===== config.mk =====
export PLATFORM = sky130hd
export DESIGN_NAME = iwd_core
export DESIGN_NICKNAME = d
export VERILOG_FILES = /design/src/logic/iwd_pkg.sv /design/src/logic/iwd_core.sv
export SDC_FILE = /design/constraint.sdc
export NUM_CORES = 1
export LEC_CHECK = 0
export BUFFER_PORTS_ARGS = -buffer_cell sky130_fd_sc_hd__buf_2
export CAP_MARGIN = 20
export CORE_ASPECT_RATIO = 0.8
export CORE_MARGIN = 3
export CORE_UTILIZATION = 45
export DETAILED_ROUTE_END_ITERATION = 7
export PLACE_DENSITY = 0.71
export SYNTH_ARGS = -nofsm -noshare
export SYNTH_HDL_FRONTEND = slang
export SYNTH_SLANG_ARGS = --single-unit
export TNS_END_PERCENT = 1

===== constraint.sdc =====
create_clock -name MCLK_IN -period 3.7 [get_ports MCLK_IN]
set_clock_uncertainty 0.15 [all_clocks]
set_input_delay 0 -clock MCLK_IN [delete_from_list [all_inputs] [get_ports MCLK_IN]]
set_output_delay 0 -clock MCLK_IN [all_outputs]
set_load 0.01 [all_outputs]

===== src/logic/iwd_pkg.sv =====
// shared constants and types for the instruction word decoder core
package iwd_pkg;
    localparam int IW_W = 14;
    localparam int PC_W = 11;
    localparam int FA_W = 7;
    localparam int DAT_W = 8;
    localparam int PHASES = 4;
    localparam int OSC_PERIOD_NS = 20;
    localparam int CYC_PER_INSTR = PHASES;
    localparam int INSTR_TIME_NS = CYC_PER_INSTR * OSC_PERIOD_NS;
    localparam logic [1:0] PH_READ = 2'h0;
    localparam logic [1:0] PH_CAPT = 2'h1;
    localparam logic [1:0] PH_EXEC = 2'h2;
    localparam logic [1:0] PH_FETCH = 2'h3;
    localparam logic [PC_W-1:0] RESET_PC = 11'h000;
    localparam logic [IW_W-1:0] NOP_WORD = 14'h0000;
    localparam logic [FA_W-1:0] PORT_A_ADDR = 7'h05;
    localparam logic [FA_W-1:0] FA_MAX = 7'h7F;
    localparam int GRP_MSB = 13;
    localparam int OP_MSB = 11;
    localparam int OP_LSB = 8;
    localparam int D_BIT = 7;
    localparam int B_MSB = 9;
    localparam int B_LSB = 7;
    localparam int K8_MSB = 7;
    localparam int K11_MSB = 10;
    localparam logic [7:0] CTL_RETURN = 8'h08;
    localparam logic [7:0] CTL_RETFIE = 8'h09;
    localparam logic [7:0] CTL_SLEEP = 8'h63;
    localparam logic [7:0] CTL_CLRWDT = 8'h64;
    localparam int ST_C = 0;
    localparam int ST_DC = 1;
    localparam int ST_Z = 2;
    localparam logic [2:0] STATUS_RESET = 3'h0;
    typedef enum logic [1:0] {GRP_BYTE, GRP_BIT, GRP_LIT} iwd_group_t;
endpackage


===== src/logic/iwd_core.sv =====
// instruction word decoder and execution sequencer of the 8-bit core
`timescale 1ns/100ps
`default_nettype none
module iwd_core #(
    parameter int STACK_DEPTH = 8
) (
    input wire logic MCLK_IN,
    input wire logic RESETN_IN,
    input wire logic [iwd_pkg::IW_W-1:0] PM_DATA_IN,
    input wire logic [iwd_pkg::DAT_W-1:0] FR_RDATA_IN,
    input wire logic [iwd_pkg::DAT_W-1:0] PORT_PINS_IN,
    output logic [iwd_pkg::PC_W-1:0] PM_ADDR_OUT,
    output logic [iwd_pkg::FA_W-1:0] FR_ADDR_OUT,
    output logic FR_RD_OUT,
    output logic PORT_READ_OUT,
    output logic FR_WR_OUT,
    output logic [iwd_pkg::DAT_W-1:0] FR_WDATA_OUT,
    output logic [iwd_pkg::DAT_W-1:0] W_OUT,
    output logic [2:0] STATUS_OUT,
    output logic SLEEP_OUT,
    output logic CLRWDT_OUT
);
    localparam int SP_W = $clog2(STACK_DEPTH);

    logic [1:0] phase;
    logic [iwd_pkg::IW_W-1:0] ir;
    logic [iwd_pkg::DAT_W-1:0] opnd;
    logic [iwd_pkg::DAT_W-1:0] pin_s1;
    logic [iwd_pkg::DAT_W-1:0] pin_s2;
    logic [iwd_pkg::PC_W-1:0] stk [STACK_DEPTH];
    logic [SP_W-1:0] sp;

    iwd_pkg::iwd_group_t grp;
    logic [3:0] op;
    logic [iwd_pkg::FA_W-1:0] fadr;
    logic dsel;
    logic [2:0] bsel;
    logic [7:0] k8;
    logic [iwd_pkg::PC_W-1:0] k11;
    logic names_file;
    logic is_sub;
    logic [7:0] add_a;
    logic [7:0] add_b;
    logic [8:0] sum9;
    logic [4:0] sum5;
    logic [7:0] res;
    logic wr_file;
    logic wr_w;
    logic upd_z;
    logic upd_c;
    logic upd_dc;
    logic rot_c;
    logic skip;
    logic do_call;
    logic do_ret;
    logic do_goto;
    logic do_sleep;
    logic do_clrwdt;
    logic take_two;

    // field split; the group comes from the top two bits only
    always_comb begin
        fadr = ir[iwd_pkg::FA_W-1:0];
        dsel = ir[iwd_pkg::D_BIT];
        bsel = ir[iwd_pkg::B_MSB:iwd_pkg::B_LSB];
        k8 = ir[iwd_pkg::K8_MSB:0];
        k11 = ir[iwd_pkg::K11_MSB:0];
        op = ir[iwd_pkg::OP_MSB:iwd_pkg::OP_LSB];
        if (ir[iwd_pkg::GRP_MSB] == 1'h1) begin
            grp = iwd_pkg::GRP_LIT;
        end else if (ir[iwd_pkg::GRP_MSB-1] == 1'h1) begin
            grp = iwd_pkg::GRP_BIT;
        end else begin
            grp = iwd_pkg::GRP_BYTE;
        end
    end

    // every byte op with an f operand reads it, even clear and move-to-file
    assign names_file = (grp == iwd_pkg::GRP_BIT) ||
        ((grp == iwd_pkg::GRP_BYTE) && !(op[3:1] == 3'h0 && !dsel));
    assign is_sub = ((grp == iwd_pkg::GRP_BYTE) && op == 4'h2) ||
        ((grp == iwd_pkg::GRP_LIT) && ir[12:9] == 4'hE);
    assign add_a = (grp == iwd_pkg::GRP_LIT) ? k8 : opnd;
    assign add_b = is_sub ? ~W_OUT : W_OUT;
    assign sum9 = {1'h0, add_a} + {1'h0, add_b} + {8'h00, is_sub};
    assign sum5 = {1'h0, add_a[3:0]} + {1'h0, add_b[3:0]} + {4'h0, is_sub};
    assign take_two = skip || do_call || do_ret || do_goto;

    always_comb begin
        res = opnd;
        wr_file = 1'h0;
        wr_w = 1'h0;
        upd_z = 1'h0;
        upd_c = 1'h0;
        upd_dc = 1'h0;
        rot_c = 1'h0;
        skip = 1'h0;
        do_call = 1'h0;
        do_ret = 1'h0;
        do_goto = 1'h0;
        do_sleep = 1'h0;
        do_clrwdt = 1'h0;
        if (grp == iwd_pkg::GRP_BYTE) begin
            wr_file = dsel;
            wr_w = !dsel;
            upd_z = 1'h1;
            case (op)
                4'h0: begin
                    res = W_OUT;
                    upd_z = 1'h0;
                    wr_w = 1'h0;
                    // control words; unused low bits of the no-op form are ignored
                    if (!dsel) begin
                        do_ret = (k8 == iwd_pkg::CTL_RETURN) ||
                            (k8 == iwd_pkg::CTL_RETFIE);
                        do_sleep = (k8 == iwd_pkg::CTL_SLEEP);
                        do_clrwdt = (k8 == iwd_pkg::CTL_CLRWDT);
                    end
                end
                4'h1: res = 8'h00;
                4'h2, 4'h7: begin
                    res = sum9[7:0];
                    upd_c = 1'h1;
                    upd_dc = 1'h1;
                end
                4'h3, 4'hB: res = opnd - 8'h01;
                4'h4: res = opnd | W_OUT;
                4'h5: res = opnd & W_OUT;
                4'h6: res = opnd ^ W_OUT;
                4'h8: res = opnd;
                4'h9: res = ~opnd;
                4'hA, 4'hF: res = opnd + 8'h01;
                4'hC: begin
                    res = {STATUS_OUT[iwd_pkg::ST_C], opnd[7:1]};
                    rot_c = opnd[0];
                    upd_c = 1'h1;
                    upd_z = 1'h0;
                end
                4'hD: begin
                    res = {opnd[6:0], STATUS_OUT[iwd_pkg::ST_C]};
                    rot_c = opnd[7];
                    upd_c = 1'h1;
                    upd_z = 1'h0;
                end
                default: begin
                    res = {opnd[3:0], opnd[7:4]};
                    upd_z = 1'h0;
                end
            endcase
            if (op == 4'hB || op == 4'hF) begin
                upd_z = 1'h0;
                skip = (res == 8'h00);
            end
        end else if (grp == iwd_pkg::GRP_BIT) begin
            // only the selected bit of the register may change
            res[bsel] = op[2];
            wr_file = !op[3];
            if (op[3]) begin
                skip = (opnd[bsel] == op[2]);
            end
        end else if (ir[12] == 1'h0) begin
            do_call = !ir[11];
            do_goto = ir[11];
        end else begin
            wr_w = 1'h1;
            upd_z = 1'h1;
            if (ir[11:10] == 2'h0) begin
                res = k8;
                upd_z = 1'h0;
            end else if (ir[11:10] == 2'h1) begin
                res = k8;
                upd_z = 1'h0;
                do_ret = 1'h1;
            end else if (ir[11:8] == 4'h8) begin
                res = k8 | W_OUT;
            end else if (ir[11:8] == 4'h9) begin
                res = k8 & W_OUT;
            end else if (ir[11:8] == 4'hA) begin
                res = k8 ^ W_OUT;
            end else if (ir[11:9] == 3'h6 || ir[11:9] == 3'h7) begin
                res = sum9[7:0];
                upd_c = 1'h1;
                upd_dc = 1'h1;
            end else begin
                wr_w = 1'h0;
                upd_z = 1'h0;
            end
        end
    end

    // four oscillator periods per instruction cycle
    always_ff @(posedge MCLK_IN) begin
        if (!RESETN_IN) begin
            phase <= iwd_pkg::PH_READ;
        end else begin
            phase <= phase + 2'h1;
        end
    end

    // pins are asynchronous to the core clock
    always_ff @(posedge MCLK_IN) begin
        if (!RESETN_IN) begin
            pin_s1 <= 8'h00;
            pin_s2 <= 8'h00;
        end else begin
            pin_s1 <= PORT_PINS_IN;
            pin_s2 <= pin_s1;
        end
    end

    // file bus: read in the second phase, write in the last
    always_ff @(posedge MCLK_IN) begin
        if (!RESETN_IN) begin
            FR_ADDR_OUT <= 7'h00;
            FR_RD_OUT <= 1'h0;
            PORT_READ_OUT <= 1'h0;
            FR_WR_OUT <= 1'h0;
            FR_WDATA_OUT <= 8'h00;
            opnd <= 8'h00;
        end else begin
            FR_RD_OUT <= 1'h0;
            PORT_READ_OUT <= 1'h0;
            FR_WR_OUT <= 1'h0;
            if (phase == iwd_pkg::PH_READ) begin
                FR_ADDR_OUT <= fadr;
                FR_RD_OUT <= names_file;
                PORT_READ_OUT <= names_file && (fadr == iwd_pkg::PORT_A_ADDR);
            end
            if (phase == iwd_pkg::PH_CAPT && FR_RD_OUT) begin
                // port operands come from the pins so latch bits of inputs are not recycled
                if (FR_ADDR_OUT == iwd_pkg::PORT_A_ADDR) begin
                    opnd <= pin_s2;
                end else begin
                    opnd <= FR_RDATA_IN;
                end
            end
            if (phase == iwd_pkg::PH_EXEC) begin
                FR_WR_OUT <= wr_file;
                FR_WDATA_OUT <= res;
            end
        end
    end

    // accumulator, flags and control strobes
    always_ff @(posedge MCLK_IN) begin
        if (!RESETN_IN) begin
            W_OUT <= 8'h00;
            STATUS_OUT <= iwd_pkg::STATUS_RESET;
            SLEEP_OUT <= 1'h0;
            CLRWDT_OUT <= 1'h0;
        end else begin
            SLEEP_OUT <= 1'h0;
            CLRWDT_OUT <= 1'h0;
            if (phase == iwd_pkg::PH_EXEC) begin
                if (wr_w) begin
                    W_OUT <= res;
                end
                if (upd_z) begin
                    STATUS_OUT[iwd_pkg::ST_Z] <= (res == 8'h00);
                end
                if (upd_c) begin
                    STATUS_OUT[iwd_pkg::ST_C] <= (upd_dc ? sum9[8] : rot_c);
                end
                if (upd_dc) begin
                    STATUS_OUT[iwd_pkg::ST_DC] <= sum5[4];
                end
                SLEEP_OUT <= do_sleep;
                CLRWDT_OUT <= do_clrwdt;
            end
        end
    end

    // fetch: the word at PM_ADDR_OUT is taken at the end of each cycle
    always_ff @(posedge MCLK_IN) begin
        if (!RESETN_IN) begin
            PM_ADDR_OUT <= iwd_pkg::RESET_PC;
            ir <= iwd_pkg::NOP_WORD;
            sp <= '0;
        end else if (phase == iwd_pkg::PH_FETCH) begin
            // the prefetched word is squashed into a no-op second cycle
            ir <= take_two ? iwd_pkg::NOP_WORD : PM_DATA_IN;
            if (do_call || do_goto) begin
                PM_ADDR_OUT <= k11;
            end else if (do_ret) begin
                PM_ADDR_OUT <= stk[sp - SP_W'(1)];
            end else begin
                PM_ADDR_OUT <= PM_ADDR_OUT + 11'h001;
            end
            // the stack wraps silently on overflow, as a small hardware stack does
            if (do_call) begin
                stk[sp] <= PM_ADDR_OUT;
                sp <= sp + SP_W'(1);
            end else if (do_ret) begin
                sp <= sp - SP_W'(1);
            end
        end
    end
endmodule
`default_nettype wire


==> flow_summary.json <==
{
  "status": "finished, violations left",
  "violations": "negative setup slack",
  "rsz0062_at_grt": "yes",
  "cts_made_buffers": 17,
  "initial_core_util_pct": 46.18,
  "powerDensity_nw_per_um2": 345.3,
  "synth-edff-count": 88,
  "yosys.area.top_type": "edfxtp_1",
  "clock_sinks": 173,
  "finalSetupViolations": 2,
  "worstSetupStartpointType": "flop",
  "cts_tree": "built",
  "place_area_um2": 11610,
  "slew_violations": 0,
  "port_buffers": 73,
  "yosys-top-cells-area": "edfxtp_1 25%, dfxtp_1 16%, ha_1 5.6%",
  "worst-setup-path-type": "reg2reg",
  "syn2layout_area_growth_pct": 20.59,
  "firstDrtPassIters": 5,
  "yosys_warnings": 0,
  "cts_buffer_depth": 2,
  "cap_violations": 0,
  "syn_nets": 1133,
  "fillCellCount": 1960,
  "diodes": 0,
  "drtIter0Drc": 1222,
  "dp_hpwl_um": 25670,
  "max_slew.worst_pin.slew_ns": 1.034,
  "avgSynthCellArea_um2": 9.922,
  "grt_max_degree": 53,
  "drt_wl_total_um": 36020,
  "synthArstFlopShare_pct": 0,
  "peakVddDrop_uv": 245.5,
  "post-route-min-period_ns": 3.753,
  "fmax_mhz": 266.5,
  "fin_area_um2": 12600,
  "syn_area_um2": 10450,
  "crit_fanout": 4,
  "gr-total-overflow": 0,
  "worstSkewPairLatency_ns": 0.44,
  "vias_per_cell": 6.179,
  "fin_crit_sh_pct": 101.4,
  "drc": 0,
  "gp_congestion": 1.048,
  "layout.nets": 1284,
  "path_cells": "or4b_4 -> o22ai_4 -> buf_6 -> xnor2_2 -> inv_2 -> fa_2 -> nor2b_4 -> o211ai_1 -> a32oi_1 -> a21oi_2 -> mux4_2 -> or4_4 -> o21ai_2",
  "grt_usage_pct": 28.50,
  "rows": 49,
  "ys_ff_latch": 173,
  "core_area_um2": 22620,
  "dieWidth_um": 176.4,
  "hold_viol_final": 0,
  "synth_cell_types": 87,
  "yosysSeqAreaShare_pct": 41.58,
  "wl_per_cell_um": 23.67,
  "clk_pin_slew_worst_paths_ns": 0.07,
  "max_stage_delay_ns": 0.55,
  "grt_pass1_wl_um": 53830,
  "worstPathArrival_ns": 3.97,
  "place_ws_ns": -0.03818,
  "h-tree-depth": 4,
  "p_leak_nw": 5.021,
  "antenna_found_initial": 0,
  "clock-root-buffer": "clkbuf_16",
  "crit_required_ns": 3.92,
  "synth_top_cell_area_share_pct": 25.29,
  "drive_above_1_share_pct": 22.86,
  "io_pins": 74,
  "ys.flop_type": "edfxtp_1",
  "worstHoldPathType": "in2reg",
  "cp-end-kind": "flop",
  "post_synth_inst_count": 1053,
  "setup_ws_ns": -0.05300,
  "vias": 9404,
  "final_antenna_net_count": 0,
  "grt_pass1_vias": 8783,
  "dieArea_um2": 25090,
  "cp_slowest_cell": "or4b_4",
  "relSlewSlack_pct": 31.04,
  "die_y_um": 142.3
}
worst paths after layout:
| check | from | endpoint | slack [ns] | depth (start not counted) |
|---|---|---|---|---|
| worst min register to register | pin_s1[1] | pin_s2[1] | 0.28 | 1 |
| worst min-delay path | PORT_PINS_IN[4] | pin_s1[4] | 0.16 | 3 |
| worst max-delay path | ir[8] | STATUS_OUT[2] | -0.05 | 13 |
| worst max register to register | ir[8] | STATUS_OUT[2] | -0.05 | 13 |
stage by stage:
stage | std cells | power [mW] | hold WS, ns | setup TNS, ns | utilization, %
after floorplan | 1053 | 2.379 | -0.02271 | 0 | -
after global placement | 1455 | 2.544 | 0.05585 | 0 | 51.31
after detailed placement | 1455 | 2.548 | 0.05909 | -0.03818 | 51.31
after CTS | 1518 | 4.354 | 0.1367 | 0 | 55.24
after global routing | 1522 | 4.487 | 0.1803 | -2.344 | 55.69
final | 1522 | 4.350 | 0.1603 | -0.05409 | 55.69
routing by layer:
layer	vias to the layer above	routed length, um	track usage [%]
li1	4224	-	-
met1	4503	16230	43.76
met2	618	14680	39.57
met3	59	4297	7.120
met4	0	811	8.140
met5	-	0	0
cells in the mapped netlist (33+ instances only):
cell type and number:
nand2_1 90, edfxtp_1 88, dfxtp_1 85, o21ai_0 74, mux2i_1 51, nor2_1 49
ha_1 47, inv_1 44, clkbuf_1 43, a21oi_1 38, nand3_1 38, nor2b_1 33
flip-flops by register name, indices dropped and copies added, names as in the netlist, 8 cells and up:
name          cells
pin_s1            8
stk              88
PM_ADDR_OUT      11
pin_s2            8
opnd              8
W_OUT             8
FR_WDATA_OUT      8
ir               14
layout by cell type, fill, tap and decap left out, types with 31 or more instances in the layout:
cell type	n
dlygate4sd3_1	31
nor2_1	49
ha_1	46
dfxtp_1	81
mux2i_1	51
nand3_1	38
nor2b_1	32
nand2_1	90
buf_4	107
edfxtp_1	88
inv_1	43
a21oi_1	35
o21ai_0	71
buf_2	73
critical path, delay by kind of cell (launching register included):
family,cells,cell delay (ns)
mux,1,0.51
xor+xnor,1,0.11
compound gates,5,0.84
fa+ha+maj,1,0.43
simple gates,3,1.13
flops,1,0.32
buf+inv,2,0.20
kinds of logic after synthesis:
logic type	share of synthesized area, %
muxes	10.49
adders and majority gates	5.820
buffers and inverters	5.665
DFF	41.58
xor gates and xnor gates	2.323
and+or+nand+nor	16.85
AOI/OAI and AO/OA	17.27
repair_timing:
action | CTS | global route
hold buffers | 31 | 0
setup endpoints to repair | 4 | 21
pin swaps | 5 | 11
buffers inserted | 1 | 4
resized for setup | 0 | 20
endpoints found under the hold margin | 43 | 0
cell type report:
cell class / instances / area [um^2] / share of cell area, %
flip-flops and latches: 173 / 4349 / 34.52
well taps: 306 / 382.9 / 3.039
clock buffers: 18 / 429.2 / 3.407
multi-input cells: 753 / 5597 / 44.42
repair buffers: 214 / 1530 / 12.15
inverters: 45 / 168.9 / 1.341
clock inverters: 13 / 141.4 / 1.122
power by group:
part / total, mW / switching (mW) / leakage (nW) / internal (mW)
Sequential: 2.08 / 0.0395 / 1.46 / 2.04
Clock: 1.80 / 0.800 / 0.266 / 0.996
Combinational: 0.476 / 0.274 / 3.29 / 0.201
Total: 4.35 / 1.11 / 5.02 / 3.24
Note: power is estimated with default switching activity, not from simulation.
